**src/rtl/pcs_cfg_pkg.sv**
```systemverilog
// How it works
// - bits 15:12 and bit 4 ignore writes and read back as zero
// - rx clock mode bit 11 set gives free-running clock, clear follows symbol alignment
// - quiet transmit bit 10 set puts the 100 Mb/s transmitter in true quiet mode
// - force detect bit 9 set holds signal detect asserted inside the attachment sublayer
// - algorithm bit 8 set: link up on signal and lock, held while signal valid
// - algorithm bit 8 clear: link drops on invalid signal or lost descrambler lock
// - descrambler timeout is 722 us with bit 7 clear, 2 ms with it set
// - fiber mode bit 6 resets from the fiber strap and is writable afterwards
// - forced link bit 5 set reports good 100 Mb/s link whatever the line does
// - far-end fault enable bit 3 resets from the fiber strap, writable afterwards
// - fiber strap also brings scrambler and descrambler bypass bits up set
package pcs_cfg_pkg;

  // clock and timing
  localparam int unsigned CLK_PERIOD_NS = 50;
  localparam int unsigned DESC_TIMEOUT_SHORT_NS = 722000;
  localparam int unsigned DESC_TIMEOUT_LONG_NS = 2000000;
  localparam int unsigned DESC_TIMEOUT_SHORT_CYC = DESC_TIMEOUT_SHORT_NS / CLK_PERIOD_NS;
  localparam int unsigned DESC_TIMEOUT_LONG_CYC = DESC_TIMEOUT_LONG_NS / CLK_PERIOD_NS;
  localparam int unsigned STRAP_SETTLE_CYC = 4;

  // bus map
  localparam int unsigned APB_ADDR_W = 12;
  localparam logic [7:0] PCS_CFG_INDEX = 8'h16;
  localparam logic [11:0] PCS_CFG_ADDR = {2'h0, PCS_CFG_INDEX, 2'h0};
  localparam logic [11:0] LINK_STAT_ADDR = 12'h080;

  // configuration register fields
  localparam int unsigned RX_FREE_BIT = 11;
  localparam int unsigned QUIET_TX_BIT = 10;
  localparam int unsigned FORCE_SD_BIT = 9;
  localparam int unsigned DETECT_ALG_BIT = 8;
  localparam int unsigned DESC_TMO_SEL_BIT = 7;
  localparam int unsigned FIBER_BIT = 6;
  localparam int unsigned FORCE_LINK_BIT = 5;
  localparam int unsigned FEFI_BIT = 3;
  localparam int unsigned NRZI_BYP_BIT = 2;
  localparam int unsigned SCR_BYP_BIT = 1;
  localparam int unsigned DESCR_BYP_BIT = 0;
  localparam logic [15:0] CFG_WRITABLE_MASK = 16'h0fef;
  localparam logic [15:0] CFG_RESET = 16'h0100;
  localparam logic [15:0] CFG_STRAP_MASK = 16'h004b;

  // link status register fields
  localparam int unsigned STAT_LINK_BIT = 0;
  localparam int unsigned STAT_LOCK_BIT = 1;
  localparam int unsigned STAT_SIGNAL_BIT = 2;
  localparam int unsigned STAT_STRAP_BIT = 3;
  localparam int unsigned STAT_STRAP_DONE_BIT = 4;

  typedef enum logic [1:0] {
    LINK_DOWN = 2'b01,
    LINK_UP = 2'b10
  } link_state_t;

endpackage

```
**src/rtl/desc_sync_timer.sv**
```systemverilog
`timescale 1ns/10ps
module desc_sync_timer #(
  parameter int unsigned CNT_W = 16,
  parameter int unsigned SHORT_CYC = 14440,
  parameter int unsigned LONG_CYC = 40000
) (
  // clock and reset
  input wire logic clk_in,
  input wire logic arst_n_in,
  // control
  input wire logic long_sel_in,
  input wire logic bypass_in,
  // descrambler events
  input wire logic sync_event_in,
  // result
  output logic locked_out
);

  logic [CNT_W-1:0] idle_cnt_ff;
  logic locked_ff;
  logic [CNT_W-1:0] limit;

  if (SHORT_CYC < 1 || LONG_CYC < SHORT_CYC || LONG_CYC >= (64'd1 << CNT_W)) begin : g_chk
    $error("desc_sync_timer: timeout counts do not fit");
  end

  // timeout selection
  assign limit = long_sel_in ? CNT_W'(LONG_CYC - 1) : CNT_W'(SHORT_CYC - 1);

  always_ff @(posedge clk_in or negedge arst_n_in) begin
    if (!arst_n_in) begin
      idle_cnt_ff <= '0;
      locked_ff <= 1'b0;
    end else if (sync_event_in || bypass_in) begin
      idle_cnt_ff <= '0;
      locked_ff <= 1'b1;
    end else if (locked_ff) begin
      if (idle_cnt_ff >= limit) begin
        locked_ff <= 1'b0;
        idle_cnt_ff <= '0;
      end else begin
        idle_cnt_ff <= idle_cnt_ff + CNT_W'(1);
      end
    end
  end

  assign locked_out = locked_ff;

endmodule

```
**src/rtl/pcs_100m_config_register.sv**
```systemverilog
// Implementation choice: the APB register port.
`timescale 1ns/10ps
module pcs_100m_config_register
  #(
  parameter int unsigned TIMER_W = 16,
  parameter int unsigned DESC_SHORT_CYC = pcs_cfg_pkg::DESC_TIMEOUT_SHORT_CYC,
  parameter int unsigned DESC_LONG_CYC = pcs_cfg_pkg::DESC_TIMEOUT_LONG_CYC
) (
  // clock and reset
  input wire logic clk_in,
  input wire logic arst_n_in,
  // apb slave
  input wire logic psel_in,
  input wire logic penable_in,
  input wire logic pwrite_in,
  input wire logic [pcs_cfg_pkg::APB_ADDR_W-1:0] paddr_in,
  input wire logic [31:0] pwdata_in,
  input wire logic [3:0] pstrb_in,
  output logic [31:0] prdata_out,
  output logic pready_out,
  output logic pslverr_out,
  // configuration strap pin
  input wire logic fiber_strap_in,
  // line side status from the receive path
  input wire logic signal_level_valid_in,
  input wire logic descrambler_sync_event_in,
  input wire logic symbol_align_in,
  // control outputs
  output logic rx_clk_free_run_out,
  output logic rx_clk_realign_out,
  output logic quiet_transmit_out,
  output logic signal_detect_out,
  output logic fiber_mode_out,
  output logic far_end_fault_out,
  output logic nrzi_bypass_out,
  output logic scrambler_bypass_out,
  output logic descrambler_bypass_out,
  // link status
  output logic descrambler_locked_out,
  output logic link_100_good_out
);
  import pcs_cfg_pkg::*;

  if (TIMER_W < 2 || TIMER_W > 32) begin : g_chk
    $error("pcs_100m_config_register: TIMER_W out of range");
  end

  if (DESC_SHORT_CYC < 1 || DESC_LONG_CYC < DESC_SHORT_CYC ||
      DESC_LONG_CYC >= (64'd1 << TIMER_W)) begin : g_cnt_chk
    $error("pcs_100m_config_register: timeout counts do not fit TIMER_W");
  end

  // the strap filter needs four edges before its level is settled
  if (STRAP_SETTLE_CYC < 4) begin : g_settle_chk
    $error("pcs_100m_config_register: strap window shorter than the filter");
  end

  localparam int unsigned SETTLE_W = $clog2(STRAP_SETTLE_CYC + 1);

  function automatic logic is_cfg_addr(input logic [APB_ADDR_W-1:0] addr);
    return addr == PCS_CFG_ADDR;
  endfunction

  function automatic logic is_stat_addr(input logic [APB_ADDR_W-1:0] addr);
    return addr == LINK_STAT_ADDR;
  endfunction

  function automatic logic [15:0] lane_mask(input logic [3:0] strb);
    return {{8{strb[1]}}, {8{strb[0]}}};
  endfunction

  function automatic logic [15:0] merge_bits(input logic [15:0] old, input logic [15:0] val,
                                             input logic [15:0] mask);
    return (old & ~mask) | (val & mask);
  endfunction

  function automatic logic is_bad_access(input logic write, input logic [APB_ADDR_W-1:0] addr);
    if (write) begin
      return !is_cfg_addr(addr);
    end
    return !(is_cfg_addr(addr) || is_stat_addr(addr));
  endfunction

  // state
  logic [15:0] cfg_ff;
  logic [15:0] nxt_cfg;
  logic strap_s1_ff;
  logic strap_s2_ff;
  logic strap_s3_ff;
  logic strap_val_ff;
  logic [SETTLE_W-1:0] settle_cnt_ff;
  logic strap_done_ff;
  logic strap_load;
  logic pready_ff;
  logic pslverr_ff;
  logic [31:0] prdata_ff;
  link_state_t link_state_ff;
  link_state_t nxt_link_state;
  logic link_good_ff;
  logic sig_detect_ff;
  logic realign_ff;
  logic desc_locked;
  logic sig_ok;
  logic access_go;
  logic write_go;
  logic [15:0] wr_mask;
  logic [15:0] stat_word;

  // strap synchroniser, three stages
  always_ff @(posedge clk_in or negedge arst_n_in) begin
    if (!arst_n_in) begin
      strap_s1_ff <= 1'b0;
      strap_s2_ff <= 1'b0;
      strap_s3_ff <= 1'b0;
    end else begin
      strap_s1_ff <= fiber_strap_in;
      strap_s2_ff <= strap_s1_ff;
      strap_s3_ff <= strap_s2_ff;
    end
  end

  // filtered strap level, changes once stages two and three agree
  always_ff @(posedge clk_in or negedge arst_n_in) begin
    if (!arst_n_in) begin
      strap_val_ff <= 1'b0;
    end else if (strap_s2_ff == strap_s3_ff) begin
      strap_val_ff <= strap_s3_ff;
    end
  end

  // strap capture window after reset release
  always_ff @(posedge clk_in or negedge arst_n_in) begin
    if (!arst_n_in) begin
      settle_cnt_ff <= '0;
      strap_done_ff <= 1'b0;
    end else if (!strap_done_ff) begin
      if (strap_load) begin
        strap_done_ff <= 1'b1;
      end else begin
        settle_cnt_ff <= settle_cnt_ff + SETTLE_W'(1);
      end
    end
  end

  // last edge of the window loads the strap bits, after the filter has settled
  assign strap_load = !strap_done_ff && settle_cnt_ff == SETTLE_W'(STRAP_SETTLE_CYC);

  // apb handshake
  assign access_go = psel_in && penable_in && !pready_ff && strap_done_ff;
  assign write_go = psel_in && penable_in && pready_ff && pwrite_in;
  assign wr_mask = CFG_WRITABLE_MASK & lane_mask(pstrb_in);

  always_ff @(posedge clk_in or negedge arst_n_in) begin
    if (!arst_n_in) begin
      pready_ff <= 1'b0;
    end else begin
      pready_ff <= access_go;
    end
  end

  always_ff @(posedge clk_in or negedge arst_n_in) begin
    if (!arst_n_in) begin
      pslverr_ff <= 1'b0;
    end else if (access_go) begin
      pslverr_ff <= is_bad_access(pwrite_in, paddr_in);
    end else begin
      pslverr_ff <= 1'b0;
    end
  end

  // status word
  always_comb begin
    stat_word = '0;
    stat_word[STAT_LINK_BIT] = link_good_ff;
    stat_word[STAT_LOCK_BIT] = desc_locked;
    stat_word[STAT_SIGNAL_BIT] = sig_detect_ff;
    stat_word[STAT_STRAP_BIT] = strap_val_ff;
    stat_word[STAT_STRAP_DONE_BIT] = strap_done_ff;
  end

  always_ff @(posedge clk_in or negedge arst_n_in) begin
    if (!arst_n_in) begin
      prdata_ff <= '0;
    end else if (access_go && !pwrite_in) begin
      if (is_cfg_addr(paddr_in)) begin
        prdata_ff <= {16'h0000, cfg_ff & CFG_WRITABLE_MASK};
      end else if (is_stat_addr(paddr_in)) begin
        prdata_ff <= {16'h0000, stat_word};
      end else begin
        prdata_ff <= '0;
      end
    end else begin
      prdata_ff <= '0;
    end
  end

  // configuration register next value
  always_comb begin
    nxt_cfg = cfg_ff;
    // the bus stalls until capture, so a write never meets the strap load
    if (strap_load) begin
      nxt_cfg = merge_bits(cfg_ff, {16{strap_val_ff}}, CFG_STRAP_MASK);
    end else if (write_go && is_cfg_addr(paddr_in)) begin
      nxt_cfg = merge_bits(cfg_ff, pwdata_in[15:0], wr_mask);
    end
  end

  // strap bits: fiber mode, far-end fault, scrambler and descrambler bypass
  always_ff @(posedge clk_in or negedge arst_n_in) begin
    if (!arst_n_in) begin
      cfg_ff <= CFG_RESET;
    end else begin
      cfg_ff <= nxt_cfg;
    end
  end

  // descrambler lock with selectable timeout
  desc_sync_timer #(
    .CNT_W(TIMER_W),
    .SHORT_CYC(DESC_SHORT_CYC),
    .LONG_CYC(DESC_LONG_CYC)
  ) u_desc_timer (
    .clk_in(clk_in),
    .arst_n_in(arst_n_in),
    .long_sel_in(cfg_ff[DESC_TMO_SEL_BIT]),
    .bypass_in(cfg_ff[DESCR_BYP_BIT]),
    .sync_event_in(descrambler_sync_event_in),
    .locked_out(desc_locked)
  );

  // signal detect with force
  assign sig_ok = signal_level_valid_in || cfg_ff[FORCE_SD_BIT];

  always_ff @(posedge clk_in or negedge arst_n_in) begin
    if (!arst_n_in) begin
      sig_detect_ff <= 1'b0;
    end else begin
      sig_detect_ff <= sig_ok;
    end
  end

  // link qualification
  always_comb begin
    nxt_link_state = link_state_ff;
    case (link_state_ff)
      LINK_DOWN: begin
        if (sig_ok && desc_locked) begin
          nxt_link_state = LINK_UP;
        end
      end
      LINK_UP: begin
        if (!sig_ok) begin
          nxt_link_state = LINK_DOWN;
        end else if (!cfg_ff[DETECT_ALG_BIT] && !desc_locked) begin
          nxt_link_state = LINK_DOWN;
        end
      end
      default: begin
        nxt_link_state = LINK_DOWN;
      end
    endcase
  end

  always_ff @(posedge clk_in or negedge arst_n_in) begin
    if (!arst_n_in) begin
      link_state_ff <= LINK_DOWN;
    end else begin
      link_state_ff <= nxt_link_state;
    end
  end

  // reported link, forced good when asked
  always_ff @(posedge clk_in or negedge arst_n_in) begin
    if (!arst_n_in) begin
      link_good_ff <= 1'b0;
    end else begin
      link_good_ff <= (nxt_link_state == LINK_UP) || cfg_ff[FORCE_LINK_BIT];
    end
  end

  // receive clock realign strobe, suppressed when free running
  always_ff @(posedge clk_in or negedge arst_n_in) begin
    if (!arst_n_in) begin
      realign_ff <= 1'b0;
    end else begin
      realign_ff <= symbol_align_in && !cfg_ff[RX_FREE_BIT];
    end
  end

  // outputs
  assign prdata_out = prdata_ff;
  assign pready_out = pready_ff;
  assign pslverr_out = pslverr_ff;
  assign rx_clk_free_run_out = cfg_ff[RX_FREE_BIT];
  assign rx_clk_realign_out = realign_ff;
  assign quiet_transmit_out = cfg_ff[QUIET_TX_BIT];
  assign signal_detect_out = sig_detect_ff;
  assign fiber_mode_out = cfg_ff[FIBER_BIT];
  assign far_end_fault_out = cfg_ff[FEFI_BIT];
  assign nrzi_bypass_out = cfg_ff[NRZI_BYP_BIT];
  assign scrambler_bypass_out = cfg_ff[SCR_BYP_BIT];
  assign descrambler_bypass_out = cfg_ff[DESCR_BYP_BIT];
  assign descrambler_locked_out = desc_locked;
  assign link_100_good_out = link_good_ff;

endmodule

```
**config.mk**
```make
export PLATFORM = sky130hd
export DESIGN_NAME = pcs_100m_config_register
export DESIGN_NICKNAME = d
export VERILOG_FILES = /design/src/rtl/pcs_cfg_pkg.sv /design/src/rtl/desc_sync_timer.sv /design/src/rtl/pcs_100m_config_register.sv
export SDC_FILE = /design/constraint.sdc
export NUM_CORES = 1
export LEC_CHECK = 0
export ABC_AREA = 1
export BUFFER_PORTS_ARGS = -buffer_cell sky130_fd_sc_hd__buf_2
export CAP_MARGIN = 20
export CORE_MARGIN = 2
export CORE_UTILIZATION = 30
export DETAILED_ROUTE_END_ITERATION = 10
export HOLD_SLACK_MARGIN = 0.05
export PLACE_DENSITY_LB_ADDON = 0.3
export SLEW_MARGIN = 0
export SYNTH_ARGS = -nofsm -noshare
export SYNTH_HDL_FRONTEND = slang
export SYNTH_SLANG_ARGS = --single-unit
export TNS_END_PERCENT = 50
```
**constraint.sdc**
```tcl
create_clock -name clk_in -period 1.5 [get_ports clk_in]
set_input_delay 0.075 -clock clk_in [delete_from_list [all_inputs] [get_ports clk_in]]
set_output_delay 0.075 -clock clk_in [all_outputs]
set_load 0.02 [all_outputs]
```
; ---- Yosys cells after proc, flatten, opt, wreduce, memory -nomap -nowiden
; Cells that the tools add are included.
[totals]
wordCells = 82
ff_bits = 80
in_bits = 57
[classes]
n_lt_le_gt_ge = 1
n_bitwise = 7
addsub = 2
n_eq_ne = 7
reduce_logical = 26
mux = 23
[ops]
columns = operator, n
row1 = 16-bit 2-to-1 mux, 6
row2 = 32-bit 2-to-1 mux, 1
row3 = 16-bit by 1-bit adder with 16-bit output (second input constant), 1
row4 = 16-bit by 12-bit bitwise AND with 16-bit output, 1
row5 = 16-bit bitwise AND, 1
row6 = 16-bit greater-or-equal comparator, 1
row7 = 12-bit NOT with 16-bit output, 1
row8 = 16-bit bitwise OR, 1
row9 = 16-bit by 7-bit bitwise OR with 16-bit output, 1
row10 = 12-bit by 7-bit equality test with 1-bit output (second input constant), 1
row11 = 12-bit by 8-bit equality test with 1-bit output (second input constant), 1
row12 = 12-bit 2-to-1 mux, 1
row13 = 1-bit logical AND, 11
row14 = 1-bit 2-to-1 mux, 10
row15 = 1-bit logical NOT, 8
row16 = 2-bit 2-to-1 mux, 3
row17 = 5-bit 2-to-1 mux, 1
row18 = 2-bit equality test (second input constant), 2
row19 = 1-bit logical OR, 4
row20 = 2-bit one-hot mux with 2 select lines, 1
row21 = 2-bit nonzero test, 2
row22 = 3-bit by 1-bit adder with 3-bit output (second input constant), 1
row23 = 3-bit equality test (second input constant), 1
row24 = 2-bit by 1-bit equality test with 1-bit output (second input constant), 1
row25 = 3 further kinds, 4

; ---- Depth between registers and ports, before layout
[logic_depth]
word_depth = 7
mapped_depth = 11
ltp_nobuf = 11

; ---- Cells and area by module
; Synthesis repeated with hierarchy kept, for this count alone.
[unflattened]
cells_unflattened = 407
hier_area_um2 = 3196.8
[modules_own_cells]
columns = module, cells_each, area_per_inst_um2, seq_area_each_um2, n_inst
row1 = pcs_100m_config_register, 217, 1881.8, 953.4, 1
row2 = desc_sync_timer, 190, 1315.0, 425.4, 1

; ---- Worst setup path before layout
; No wires, ideal clock.
[synth_path]
path_type = reg2reg
from = register cfg_ff[7]
to = register u_desc_timer.idle_cnt_ff[14]
arrival_ps = 1468
setup_slack_ps = -90
path_stages_with_launch = 10
n_path_buf = 1
synth_period_minus_slack_ps = 1590
setup_ps = 122
cell_sequence = dfrtp_1 inv_1 ha_1 nand2_1 nor2_2 and2_4 nand2_4 nand3_4 buf_6 o21bai_4
[synth_via]
elab_chain_cells = 5
[synth_lines]
columns = item, line_no
row1 = from (decl), pcs_100m_config_register.sv:85  ; logic [15:0] cfg_ff;
row2 = from (signal assigned), pcs_100m_config_register.sv:213  ; cfg_ff <= nxt_cfg;
row3 = 16-bit 2-to-1 mux, desc_sync_timer.sv:28  ; assign limit = long_sel_in ? CNT_W'(LONG_CYC - 1) : CNT_W'(SHORT_CYC - 1);
row4 = 16-bit greater-or-equal comparator, desc_sync_timer.sv:38  ; if (idle_cnt_ff >= limit) begin
row5 = 16-bit 2-to-1 mux, desc_sync_timer.sv:38
row6 = 16-bit 2-to-1 mux, desc_sync_timer.sv:37  ; end else if (locked_ff) begin
row7 = 16-bit 2-to-1 mux, desc_sync_timer.sv:34  ; end else if (sync_event_in || bypass_in) begin
row8 = to (signal assigned), desc_sync_timer.sv:42  ; idle_cnt_ff <= idle_cnt_ff + CNT_W'(1);
row9 = to (decl), desc_sync_timer.sv:19  ; logic [CNT_W-1:0] idle_cnt_ff;
; No other way between the ends. The select of a mux whose other input is x is not followed.
; A chain may end at the register's enable or synchronous reset.

; ---- Worst setup path after layout
[layout_path]
from = register cfg_ff[7]
to = register u_desc_timer.idle_cnt_ff[4]
; Same word-level chain as after synthesis.

==> metrics.txt <==
Post-synth EDFFs=0; Die Height=108 um; mux cell area share after synthesis=0.00345; Seq/Total Area, Yosys=0.423; status=complete, but fails checks; Via Count=2915; I/O pins=102; combinational share of power=0.155; R2R depth=12; Max VDD drop=0.320 mV; FILL cells=1149; Congestion Overflow GR=0; syn_area_per_cell=7.94 um^2; WP data arrival=1.91 ns; Hold Worst Slack=0.0761 ns; routed wire length=8050 um; first-pass GRT wire length=13600 um; Req. time, crit path=1.76 ns; P_sw=0.883 mW; worst setup margin=-0.154 ns; Clock Sink Count=55; Final Power=2.99 mW; Yosys top cell area share=0.407; Compound-Gate Fraction of Synth Area=0.0863; worst setup path startpoint=cfg_ff[7]; remaining antenna violation count after routing=0; hold crit path type=in -> reg; Adder-Cell Fraction of Synth Area=0.0453; CTS tree=yes; M1 wire length=3720 um; Starting Density=0.304; routed wl met3=333 um; Crit Path Category=reg -> reg; top routing layer used=met4; Critical Path End=u_desc_timer.idle_cnt_ff[4]; Simple-Gate Fraction of Synth Area=0.320; Final Util=0.384; drt drc=0; final net count=572; combinational family with the most area after synthesis=simple AND/OR/NAND/NOR gates; Row Count=38; Clock Latency Late Sink=0.32 ns; prevailing post-synth register cell=dfrtp_1; final slew viol count=0; largest net degree at the start of global routing=56; Multi-input gate area=1670 um^2; Hold Fails Final Rpt=0; Iter 0 DRT Violations=81; FF+latch area=1380 um^2; PD cells=724 nW/um^2; number of synthesized register bits=55; Area Growth Syn to Fin=26.6%; worst r2r src=cfg_ff[7]; initial antenna violation count=0; minimum clock period=1.65 ns; Post-Synth XOR/XNOR Area=0.00537; Final period util=1.10; Fin Clk Skew=0.00710 ns; Seq pwr share=0.534; YS warnings=0; Placeable Area=10700 um^2; setup slack, reg-to-reg=-0.15 ns; total track usage=0.147; Port Buf Inserts=58; top-count cell post-synth=nand2_1; RSZ-0062 raised after global routing=true; fmax=605 MHz; worst r2r dst=u_desc_timer.idle_cnt_ff[4]; DR vias/cell=4.52; Die Footprint=11700 um^2; Cells after Synth=411; placed cells=630; htree depth=2; Yosys cell types=42; vias in the first global route=2892; maximum clock insertion buffer count=2; clock transition time at the flip-flop clock pins of the worst setup and hold paths=0.11 ns; worst slack, placed=-0.201 ns; GPL Wtd Cong=0.873; Clk network pwr share=0.311; Setup-failing EPs final=17; First-pass DRT Iterations=4; area leader, netlist=dfrtp_1; Ant. Diodes=0; crit start category=flip-flop; hpwl dp=6160 um; static leakage=2.11 nW; synth cell count leaders=nand2_1 (108), dfrtp_1 (53), inv_1 (36); CTS Root Buffer Type=clkbuf_8; crit end category=flip-flop; share of layout cells above drive strength 1=0.327; clock buffer count from CTS=5; Max-cap violations=0; Internal Power=2.11 mW; Post-synth ARST share=1.00; average wire per standard cell=12.5 um; Synth Cell Area=3260 um^2; critical path fanouts, max=5; fin cells=645; top cells by area, synth=dfrtp_1 (41%), nand2_1 (12%), nand3_1 (5.1%), buf_4 (4.6%), ha_1 (4.2%); violated checks=negative setup slack; die span in x=108 um; sw frac=0.295; routed wl met2=3860 um
sequential cells by signal, indices dropped and copies added (netlist names), 2 cells and up, named ones only:
signal,flops
link_state_ff,2
u_desc_timer.idle_cnt_ff,16
prdata_out,12
cfg_ff,7
settle_cnt_ff,3
metrics by stage:
stage	TNS [ns]	instance area, um^2
after global routing	-3.82	4130
after detailed placement	-2.56	3870
after global placement	-1.62	3870
after CTS	-2.22	4070
after floorplan	-0.361	3360
final	-2.29	4130
routing by layer:
layer | vias to the layer above | track usage
li1 | 1478 | -
met1 | 1356 | 0.194
met2 | 69 | 0.243
met3 | 12 | 0.0265
met4 | 0 | 0.0467
met5 | - | 0
cell families after synthesis:
kind of cell | count (synthesis)
AOI/OAI and AO/OA | 44
adders and majority gates | 12
muxes | 1
xor gates and xnor gates | 2
buffers and inverters | 75
and+or+nand+nor | 221
DFF | 55
other | 1
critical path: stages, from the launching register on:
cell and delay (ns):
dfrtp_1 0.43, inv_2 0.15, ha_4 0.23, nand2_4 0.06
inv_2 0.04, nand2_2 0.05, nand2_2 0.06, a21oi_2 0.18
nand3_4 0.12, buf_12 0.16, clkinv_8 0.04, nand2_1 0.04
nand2_1 0.05
placed cells by master, fill, tap and decap left out, types with 3 or more instances in the layout:
master	synthesis	final
o21ai_0	12	12
o21ai_2	7	10
ha_1	11	8
o21ai_1	7	4
nand4_1	17	17
nand2_1	108	100
buf_6	2	3
buf_4	20	27
a21oi_1	10	9
clkbuf_8	0	6
nor3_1	8	7
nand3_1	33	32
inv_1	36	34
nand2_2	6	13
a21oi_2	3	4
dlygate4sd3_1	0	5
buf_2	5	58
conb_1	1	20
nor2_2	9	9
inv_2	9	10
dfrtp_1	53	53
nor2_1	28	27
layout make-up:
class / instances / area share
Timing Repair Buffer: 95 / 0.149
Clock buffer: 6 / 0.0200
Inverter: 47 / 0.0458
Sequential cell: 55 / 0.334
Tap cell: 140 / 0.0424
Clock inverter: 2 / 0.00424
Multi-Input combinational cell: 300 / 0.404
power by group through the flow:
stage,clock network (mW),logic [mW],registers [mW]
after floorplan,0,0.277,1.64
after global placement,0,0.424,1.62
after detailed placement,0,0.436,1.63
after CTS,0.957,0.446,1.60
after global routing,1.02,0.528,1.60
final,0.930,0.463,1.60
worst min path at each step:
stage | depth (start not counted) | startpoint | slack (ns) | to
2_1_floorplan | 0 | arst_n_in | -0.22 | async pin
3_3_place_gp | 2 | arst_n_in | 0.10 | prdata_out[1]
3_5_place_dp | 2 | arst_n_in | 0.10 | prdata_out[0]
4_1_cts | 3 | psel_in | 0.07 | pready_out
5_1_grt | 3 | psel_in | 0.1 | pready_out
6_report | 3 | psel_in | 0.08 | pready_out
repair_timing:
item	CTS	global route
pin swaps	6	8
hold buffers	5	0
endpoints found under the hold margin	59	0
buffers inserted	2	0
gates resized for setup	9	18
endpoints found under the setup margin	17	28
(Power assumes the default switching activity.)
